[config.mk]
export PLATFORM = sky130hd
export DESIGN_NAME = fvrr_regions
export DESIGN_NICKNAME = d
export VERILOG_FILES = /design/src/fvrr_pkg.sv /design/src/fvrr_regions.sv
export SDC_FILE = /design/constraint.sdc
export NUM_CORES = 2
export LEC_CHECK = 0
export BUFFER_PORTS_ARGS = -buffer_cell sky130_fd_sc_hd__buf_2
export CAP_MARGIN = 20
export CELL_PAD_IN_SITES_DETAIL_PLACEMENT = 1
export CELL_PAD_IN_SITES_GLOBAL_PLACEMENT = 1
export CORE_UTILIZATION = 49
export DETAILED_ROUTE_END_ITERATION = 8
export MAX_ROUTING_LAYER = met4
export PLACE_DENSITY_LB_ADDON = 0.1
export SETUP_SLACK_MARGIN = 0.3
export SLEW_MARGIN = 15
export SYNTH_ARGS = -nofsm -noshare
export SYNTH_HDL_FRONTEND = slang
export SYNTH_SLANG_ARGS = --single-unit
[constraint.sdc]
create_clock -name core_clk -period 33.1 [get_ports core_clk]
set_clock_uncertainty 0.05 [all_clocks]
set_input_delay 9.93 -clock core_clk [delete_from_list [all_inputs] [get_ports core_clk]]
set_output_delay 9.93 -clock core_clk [all_outputs]
set_load 0.03 [all_outputs]
[src/fvrr_pkg.sv]
// What this block does
// - Base region returns one integer per value.
// - Scaled region returns ten times stored value.
// - Float region pairs carry exact IEEE value.
// - Transmitted value always derives from stored value.
// - Point stored unless input-dependent under linear input.
// - Input-dependent linear values stored as plain integers.
// - Internal use places point from linear decimal setting for integer-stored values only.
// - Linear input allows at most three decimals.
// - Temperature input allows at most one decimal.
// - Single-register integers stay within signed 16 bits.
// - Two decimal settings at 4068 and 4069, reset zero.
// - Float writes beyond display width are stored.
// - Base region rounds to nearest, halves away from zero.
// - Scaled region rounds ten times value to nearest.
// - Scaled address equals base address plus 1000.
// - Negative integers use two's complement.
package fvrr_pkg;

  localparam logic [15:0] FVRR_BASE_LO     = 16'h0000;  // 0
  localparam logic [15:0] FVRR_BASE_HI     = 16'h03e7;  // 999
  localparam logic [15:0] FVRR_SCALED_LO   = 16'h03e8;  // 1000
  localparam logic [15:0] FVRR_SCALED_HI   = 16'h07cf;  // 1999
  localparam logic [15:0] FVRR_FLOAT_LO    = 16'h1f40;  // 8000
  localparam logic [15:0] FVRR_FLOAT_HI    = 16'h270f;  // 9999
  localparam logic [15:0] FVRR_DP_TEMP     = 16'h0fe4;  // 4068
  localparam logic [15:0] FVRR_DP_LINEAR   = 16'h0fe5;  // 4069
  localparam logic [15:0] FVRR_DP_RESET    = 16'h0000;
  localparam logic [15:0] FVRR_DP_MAX_LIN  = 16'h0003;
  localparam logic [15:0] FVRR_DP_MAX_TEMP = 16'h0001;
  localparam logic [15:0] FVRR_INT_MAX     = 16'h7fff;
  localparam logic [15:0] FVRR_INT_MIN     = 16'h8000;
  localparam logic [31:0] FVRR_FLOAT_ZERO  = 32'h0000_0000;
  localparam int          FVRR_FLOAT_BIAS  = 127;
  localparam int          FVRR_MANT_BITS   = 23;

  typedef enum logic [1:0] {
    FVRR_REGION_BASE,
    FVRR_REGION_SCALED,
    FVRR_REGION_FLOAT,
    FVRR_REGION_OTHER
  } fvrr_region_e;

  typedef struct packed {
    logic        valid;
    logic        write;
    logic [15:0] addr;
    logic [31:0] wdata;
  } fvrr_req_s;

  typedef struct packed {
    logic        valid;
    logic        error;
    logic [31:0] rdata;
  } fvrr_resp_s;

  typedef struct packed {
    logic [31:0] value;
    logic [1:0]  point_pos;
  } fvrr_use_s;

endpackage : fvrr_pkg

[src/fvrr_regions.sv]
`timescale 1ns/1ns
module fvrr_regions
  import fvrr_pkg::*;
#(
  parameter int                  NUM_PARAMS = 16,
  parameter logic [NUM_PARAMS-1:0] DEP_MASK = '1
) (
  input  wire logic                          core_clk,
  input  wire logic                          reset,
  input  wire fvrr_req_s                     req,
  output fvrr_resp_s                         resp,
  input  wire logic                          input_linear,
  input  wire logic [$clog2(NUM_PARAMS)-1:0] use_index,
  output fvrr_use_s                          use_value
);

  localparam int IW = $clog2(NUM_PARAMS);

  typedef struct packed {
    logic [NUM_PARAMS-1:0][31:0] store;
    logic [15:0]                 dp_temp;
    logic [15:0]                 dp_lin;
    fvrr_resp_s                  resp;
    fvrr_use_s                   use_out;
  } fvrr_state_s;

  fvrr_state_s state;
  fvrr_state_s next_state;

  // Stored float to saturated 16-bit integer, rounded to nearest with halves
  // away from zero. Optionally the value is multiplied by ten first; the
  // product of the 24-bit significand by ten is exact in 28 bits.
  function automatic logic [15:0] fvrr_to_int(input logic [31:0] f, input logic x10);
    logic [27:0] m;
    logic [31:0] mag;
    int          s;
    m   = {4'h0, 1'b1, f[22:0]};
    mag = 32'h0;
    s   = FVRR_FLOAT_BIAS + FVRR_MANT_BITS - int'(f[30:23]);
    if (x10) begin
      m = 28'((m << 3) + (m << 1));
    end
    if (f[30:23] == 8'h00) begin
      mag = 32'h0;
    end else if (s <= 0) begin
      mag = 32'hffff_ffff;
    end else if (s <= 28) begin
      mag = 32'(m >> s) + {31'h0, m[s-1]};
    end
    if (f[31]) begin
      fvrr_to_int = (mag > 32'h0000_8000) ? FVRR_INT_MIN : 16'(-mag);
    end else begin
      fvrr_to_int = (mag > 32'h0000_7fff) ? FVRR_INT_MAX : mag[15:0];
    end
  endfunction : fvrr_to_int

  // Two's complement integer to float, optionally divided by ten. The
  // quotient is truncated, so a scaled write may land one unit in the last
  // place nearer zero than the exact decimal, up to five for results under 0.5;
  // this avoids a rounding divider.
  function automatic logic [31:0] fvrr_to_float(input logic [15:0] v, input logic div10);
    logic [16:0] mag;
    logic [40:0] num;
    logic [40:0] norm;
    int          p;
    mag  = v[15] ? 17'(17'h10000 - {1'b0, v}) : {1'b0, v};
    num  = {mag, 24'h0};
    p    = 0;
    if (div10) begin
      num = num / 41'd10;
    end
    for (int i = 0; i < 41; i++) begin
      if (num[i]) begin
        p = i;
      end
    end
    norm = num << (40 - p);
    if (num == 41'h0) begin
      fvrr_to_float = FVRR_FLOAT_ZERO;
    end else begin
      fvrr_to_float = {v[15], 8'(FVRR_FLOAT_BIAS - 24 + p), norm[39:17]};
    end
  endfunction : fvrr_to_float

  function automatic fvrr_region_e fvrr_region(input logic [15:0] a);
    if (a <= FVRR_BASE_HI) begin
      fvrr_region = FVRR_REGION_BASE;
    end else if (a >= FVRR_SCALED_LO && a <= FVRR_SCALED_HI) begin
      fvrr_region = FVRR_REGION_SCALED;
    end else if (a >= FVRR_FLOAT_LO && a <= FVRR_FLOAT_HI) begin
      fvrr_region = FVRR_REGION_FLOAT;
    end else begin
      fvrr_region = FVRR_REGION_OTHER;
    end
  endfunction : fvrr_region

  fvrr_region_e region;
  logic [15:0]  offset;
  logic [15:0]  index;
  logic         index_ok;
  logic         dep_linear;
  logic [31:0]  cur;
  logic [31:0]  wr_float;
  logic [31:0]  wr_store;

  always_comb begin
    region = fvrr_region(req.addr);
    unique case (region)
      FVRR_REGION_BASE:   offset = req.addr - FVRR_BASE_LO;
      FVRR_REGION_SCALED: offset = req.addr - FVRR_SCALED_LO;
      FVRR_REGION_FLOAT:  offset = req.addr - FVRR_FLOAT_LO;
      FVRR_REGION_OTHER:  offset = 16'h0;
    endcase
    // Float values occupy register pairs; only the even address opens a pair.
    index    = (region == FVRR_REGION_FLOAT) ? {1'b0, offset[15:1]} : offset;
    index_ok = (index < 16'(NUM_PARAMS))
             && !(region == FVRR_REGION_FLOAT && offset[0]);
    dep_linear = 1'b0;
    cur        = FVRR_FLOAT_ZERO;
    if (index_ok) begin
      dep_linear = DEP_MASK[index[IW-1:0]] && input_linear;
      cur        = state.store[index[IW-1:0]];
    end
    unique case (region)
      FVRR_REGION_BASE:   wr_float = fvrr_to_float(req.wdata[15:0], 1'b0);
      FVRR_REGION_SCALED: wr_float = fvrr_to_float(req.wdata[15:0], 1'b1);
      FVRR_REGION_FLOAT:  wr_float = req.wdata;
      FVRR_REGION_OTHER:  wr_float = FVRR_FLOAT_ZERO;
    endcase
    // Input-dependent values under a linear input keep no decimal point.
    if (dep_linear) begin
      wr_store = fvrr_to_float(fvrr_to_int(wr_float, 1'b0), 1'b0);
    end else begin
      wr_store = wr_float;
    end
  end

  always_comb begin
    next_state             = state;
    next_state.resp        = '0;
    next_state.resp.valid  = req.valid;
    if (req.valid) begin
      unique case (region)
        FVRR_REGION_BASE, FVRR_REGION_SCALED, FVRR_REGION_FLOAT: begin
          if (!index_ok) begin
            next_state.resp.error = 1'b1;
          end else if (req.write) begin
            // The whole 32-bit word lands in one cycle, so no half pair exists.
            next_state.store[index[IW-1:0]] = wr_store;
          end else if (region == FVRR_REGION_BASE) begin
            next_state.resp.rdata = {16'h0, fvrr_to_int(cur, 1'b0)};
          end else if (region == FVRR_REGION_SCALED) begin
            next_state.resp.rdata = {16'h0, fvrr_to_int(cur, 1'b1)};
          end else begin
            next_state.resp.rdata = cur;
          end
        end
        FVRR_REGION_OTHER: begin
          if (req.addr == FVRR_DP_TEMP) begin
            if (!req.write) begin
              next_state.resp.rdata = {16'h0, state.dp_temp};
            end else if (req.wdata[15:0] > FVRR_DP_MAX_TEMP) begin
              next_state.resp.error = 1'b1;
            end else begin
              next_state.dp_temp = req.wdata[15:0];
            end
          end else if (req.addr == FVRR_DP_LINEAR) begin
            if (!req.write) begin
              next_state.resp.rdata = {16'h0, state.dp_lin};
            end else if (req.wdata[15:0] > FVRR_DP_MAX_LIN) begin
              next_state.resp.error = 1'b1;
            end else begin
              next_state.dp_lin = req.wdata[15:0];
            end
          end else begin
            next_state.resp.error = 1'b1;
          end
        end
      endcase
    end
    // Internal users get the stored value plus where the point belongs; only
    // integer-stored linear values need the decimal setting applied.
    next_state.use_out.value = state.store[use_index];
    if (DEP_MASK[use_index] && input_linear) begin
      next_state.use_out.point_pos = state.dp_lin[1:0];
    end else begin
      next_state.use_out.point_pos = 2'h0;
    end
  end

  always_ff @(posedge core_clk or posedge reset) begin
    if (reset) begin
      state         <= '0;
      state.dp_temp <= FVRR_DP_RESET;
      state.dp_lin  <= FVRR_DP_RESET;
    end else begin
      state <= next_state;
    end
  end

  assign resp      = state.resp;
  assign use_value = state.use_out;

endmodule : fvrr_regions

==> reports/results.ini, run 1 <==
[outcome]
outcome=did not finish
lastStage=global routing (5_1_grt)
error=[ERROR GRT-0232] Routing congestion too high. Check the congestion heatmap in the GUI.

[placed_design]
numPortBuffers=124
dp_hpwl_mm=210
place_area_um2=68100
place.gp.congestion=1.04
dp_cells=9716

[clock_network]
cts_sinks=612
h-tree-depth=3
ctsLongestPathBuffers=3
cts_buffers=66
cts-root-buf=clkbuf_16
cts_hold_buf=0

[synthesis]
ys.flop_type=dfrtp_1
syn_nets=7495
yosysWarnings=0
synth_cell_types=144
ys_async_sr_fraction_pct=100
ys_ff_latch=612
synth_edf_count=0
ys_seq_area_share_pct=27.2
syn_area_um2=56200
syn_inst=7342
syn_area_per_cell_um2=7.66

[floorplan]
pin_count=125
rows=123
die-width_um=341
start_util_pct=49.7
die_y_um=341

[global_routing]
grt_start_max_net_pins=183
grt_overflow_total=76
grt_usage_pct=77.9

==> logic make-up after synthesis <==
family,share of synthesized area [%]
mux,10.1
xor+xnor,2.78
flops,27.2
compound gates,26.2
simple gates,25.5
buf+inv,6.12
fa+ha+maj,2.15
==> timing repair <==
action | CTS
resized for setup | 462
gates cloned | 11
setup endpoints to repair | 512
setup buffers | 141
pin swaps | 146
==> synthesized netlist by cell type, types with 54 or more instances <==
master / n / area share, %
nor3_1: 165 / 1.5
xor2_1: 55 / 0.86
a211oi_1: 69 / 0.92
a21oi_1: 403 / 3.6
and3_1: 123 / 1.4
dfrtp_1: 612 / 27
xnor2_1: 102 / 1.6
mux2i_1: 128 / 2.3
nand3_1: 295 / 2.6
o31ai_1: 60 / 0.80
or2_2: 54 / 0.60
nor2_1: 698 / 4.7
clkbuf_1: 392 / 2.6
a31oi_1: 168 / 1.9
buf_4: 88 / 1.2
buf_1: 67 / 0.45
o21ai_0: 470 / 4.2
o21ai_1: 180 / 1.6
mux4_2: 169 / 6.8
a311oi_1: 115 / 1.8
nand2_1: 1433 / 9.6
ha_1: 95 / 2.1
and2_1: 85 / 0.95
inv_1: 144 / 0.96
==> per-stage QoR <==
stage / setup slack [ns] / setup TNS (ns) / hold slack, ns
floorplan: -12.35 / -5442.05 / 0.403
global placement: -9.24 / -3787.29 / 0.418
detailed placement: -10.68 / -4473.19 / 0.431
CTS: -8.62 / -3563.43 / 0.452
==> layer usage <==
layer | GRT overflow | GRT usage [%]
met2 | 28 | 94.3
met1 | 2 | 76.0
met4 | 32 | 75.9
met3 | 14 | 60.5
met5 | - | -
==> run 2: changes to the inputs <==
==> config.mk (replaced) <==
export PLATFORM = sky130hd
export DESIGN_NAME = fvrr_regions
export DESIGN_NICKNAME = d
export VERILOG_FILES = /design/src/fvrr_pkg.sv /design/src/fvrr_regions.sv
export SDC_FILE = /design/constraint.sdc
export NUM_CORES = 2
export LEC_CHECK = 0
export BUFFER_PORTS_ARGS = -buffer_cell sky130_fd_sc_hd__buf_2
export CAP_MARGIN = 20
export CORE_UTILIZATION = 40
export DETAILED_ROUTE_END_ITERATION = 8
export PLACE_DENSITY_LB_ADDON = 0.15
export SLEW_MARGIN = 15
export SYNTH_ARGS = -nofsm -noshare
export SYNTH_HDL_FRONTEND = slang
export SYNTH_SLANG_ARGS = --single-unit
==> reports/results.ini, run 2 <==
[route]
via_per_inst=6.04
routedWlPerCell_um=23.8
drt_wl_total_mm=246
drc=0
firstDrtPassIters=6
num_vias=62500
drt_iter0_drc=6919
ant_nets=0

[clock_network]
cts_tree=yes
ctsLongestPathBuffers=3  ; unchanged
cts-root-buf=clkbuf_16
cts_sinks=612  ; unchanged
cts.clk_slew.worst_paths_ns=0.05
cts_buffers=68  ; +3.0%
cts_hold_buf=0  ; unchanged
h-tree-depth=3  ; unchanged
clock_latency_ns=0.67

[final_layout]
multi_input_area_um2=40400
final_nets=8574
drive_gt1_share_pct=30.3
layout_common_cells=buf_4, nand2_1, nor2_1
top_register=state
final-seq-area_um2=15300
syn_to_final_growth_pct=31.0
final_common_cell=buf_4
fill_cells=13400
largest_register_ffs=544

[global_routing]
grt_pass1_wl_mm=369
grt_usage_pct=33.6
grt_overflow_total=0
antenna_found_initial=10
grt_pass1_vias=59200
grt_start_max_net_pins=149

[worst_setup_path]
cp_data_arrival_time_ns=41.54
setup.worst_path.end=state[216]
cpLargestDelayFamily=compound AO/OA/AOI/OAI gates
reg2reg_depth=56
cp.depth=187
critical_path_buf_inv_count=43
required_ns=33.62
r2r_start=state[486]
start_kind=primary input
crit_path_start=req[0]
cp_common_cell=ha_4
slowest_stage=or4_4
reg2reg_to=resp[9]
ff2ff_setup_slack_ns=20.46
path_class=primary input to flip-flop
crit_fanout=16
slowest_delay_ns=0.51
crit_path_end_kind=flip-flop

[synthesis]
ys_async_sr_fraction_pct=100  ; unchanged
synth.top_cell.area_share_pct=27.2  ; unchanged
ys.flop_type=dfrtp_1
synth.area.top_cells=dfrtp_1, nand2_1, mux4_2
synth_cell_types=144  ; unchanged
syn_area_per_cell_um2=7.66  ; unchanged
ys_top_cells_by_count=nand2_1, nor2_1, dfrtp_1
ys_ff_latch=612  ; unchanged
synth_most_common_cell=nand2_1
yosysWarnings=0  ; unchanged
synth_edf_count=0  ; unchanged
syn_nets=7495  ; unchanged
ys_seq_area_share_pct=27.2  ; unchanged
yosysTopAreaCell=dfrtp_1
syn_inst=7342  ; unchanged
syn_area_um2=56200  ; unchanged

[floorplan]
start_util_pct=40.3  ; -9.4 points
die_y_um=377  ; +11%
core_area_um2=140000
pin_count=125  ; unchanged
die-width_um=377  ; +11%
dieArea_um2=142000
rows=137  ; +11%

[timing]
maxSlewHeadroom_pct=19.5
setup_violations=512
min_period_over_period_pct=124
tightest_slew_ns=1.20
rsz0062_at_grt=true
maxSlewViolCount=0
finalCriticalPeriod_ns=41.03
totalNegativeSetupSlack_ns=-3245.18
finalHoldViolCount=0
layout_setup_ws_ns=-7.93
fmax_mhz=24.4

[worst_hold_path]
whs_path_depth=1
hp-class=flip-flop to flip-flop

[placed_design]
dp_hpwl_mm=177  ; -16%
numPortBuffers=124  ; unchanged
place.gp.congestion=1.00  ; -3.5%

[outcome]
outcome=complete, but fails checks
violations=setup timing

[job]
maxCapViolCount=0

-- run 2: cell counts after synthesis --
No cell type changed its count.
-- run 2: cell type report --
cell class	count	share of cell area (%)
clock inverters	17	0.292
flip-flops and latches	612	20.8
diodes	3	0.0102
well taps	1876	3.19
repair buffers	1621	17.2
clock buffers	98	2.64
inverters	161	0.902
multi-input cells	5957	54.9
-- run 2: logic make-up (layout without fill, tap and decap cells) --
group | after synthesis | count (layout) | share of synthesized area (%)
flops | 612 | 612 | 27.2
other cells | 0 | 3 | 0
xor+xnor | 167 | 167 | 2.78
compound gates | 2162 | 2162 | 26.2
mux | 346 | 346 | 10.1
buf+inv | 774 | 1897 | 6.12
simple gates | 3185 | 3186 | 25.5
fa+ha+maj | 96 | 96 | 2.15
-- run 2: worst min path at each step --
stage	start	slack [ns]	end
2_1_floorplan	state[70]	0.40	state[70]
3_3_place_gp	state[72]	0.42	state[72]
3_5_place_dp	state[72]	0.42	state[72]
4_1_cts	state[73]	0.44	state[73]
5_1_grt	state[75]	0.45	state[75]
6_report	state[72]	0.43	state[72]
-- run 2: through the flow --
stage	instance area [µm²]	hold slack, ns	setup WS, ns	utilization [%]	cells
after detailed placement	68700	0.421	-9.59	49.2	10100
after global routing	73600	0.448	-9.19	52.8	10300
after global placement	68700	0.418	-9.06	49.2	10100
final	73600	0.432	-7.93	52.8	10300
after floorplan	57600	0.403	-12.35	-	7342
after CTS	72200	0.437	-7.73	51.7	10300
-- run 2: what timing repair did --
action	4_1_cts	5_1_grt
pin swaps	49	152
cloned	2	6
setup buffers	69	48
resized for setup	174	206
endpoints found under the setup margin	512	512
-- run 2: worst reg2reg max path: cells and delay by family (launching register included) --
family,cells,cell delay (ns)
simple gates,19,3.88
fa+ha+maj,2,0.69
flops,1,0.40
mux,2,0.58
xor+xnor,1,0.21
compound gates,32,6.76
-- run 2: per-layer routing --
metal / global-route usage [%] / part of all wire [%] / vias up / routed length (µm)
met2: 54.1 / 46 / 2730 / 113000
met4: 16.2 / 5.1 / 16 / 12500
met3: 4.60 / 7.1 / 518 / 17500
met1: 44.3 / 42 / 30200 / 103000
li1: - / - / 29000 / -
met5: 0 / 0.042 / - / 102
Power of run 2 is left out: the tool's default activity adds up to more than one toggle a clock period on the data nets, which glitch-free logic cannot reach.
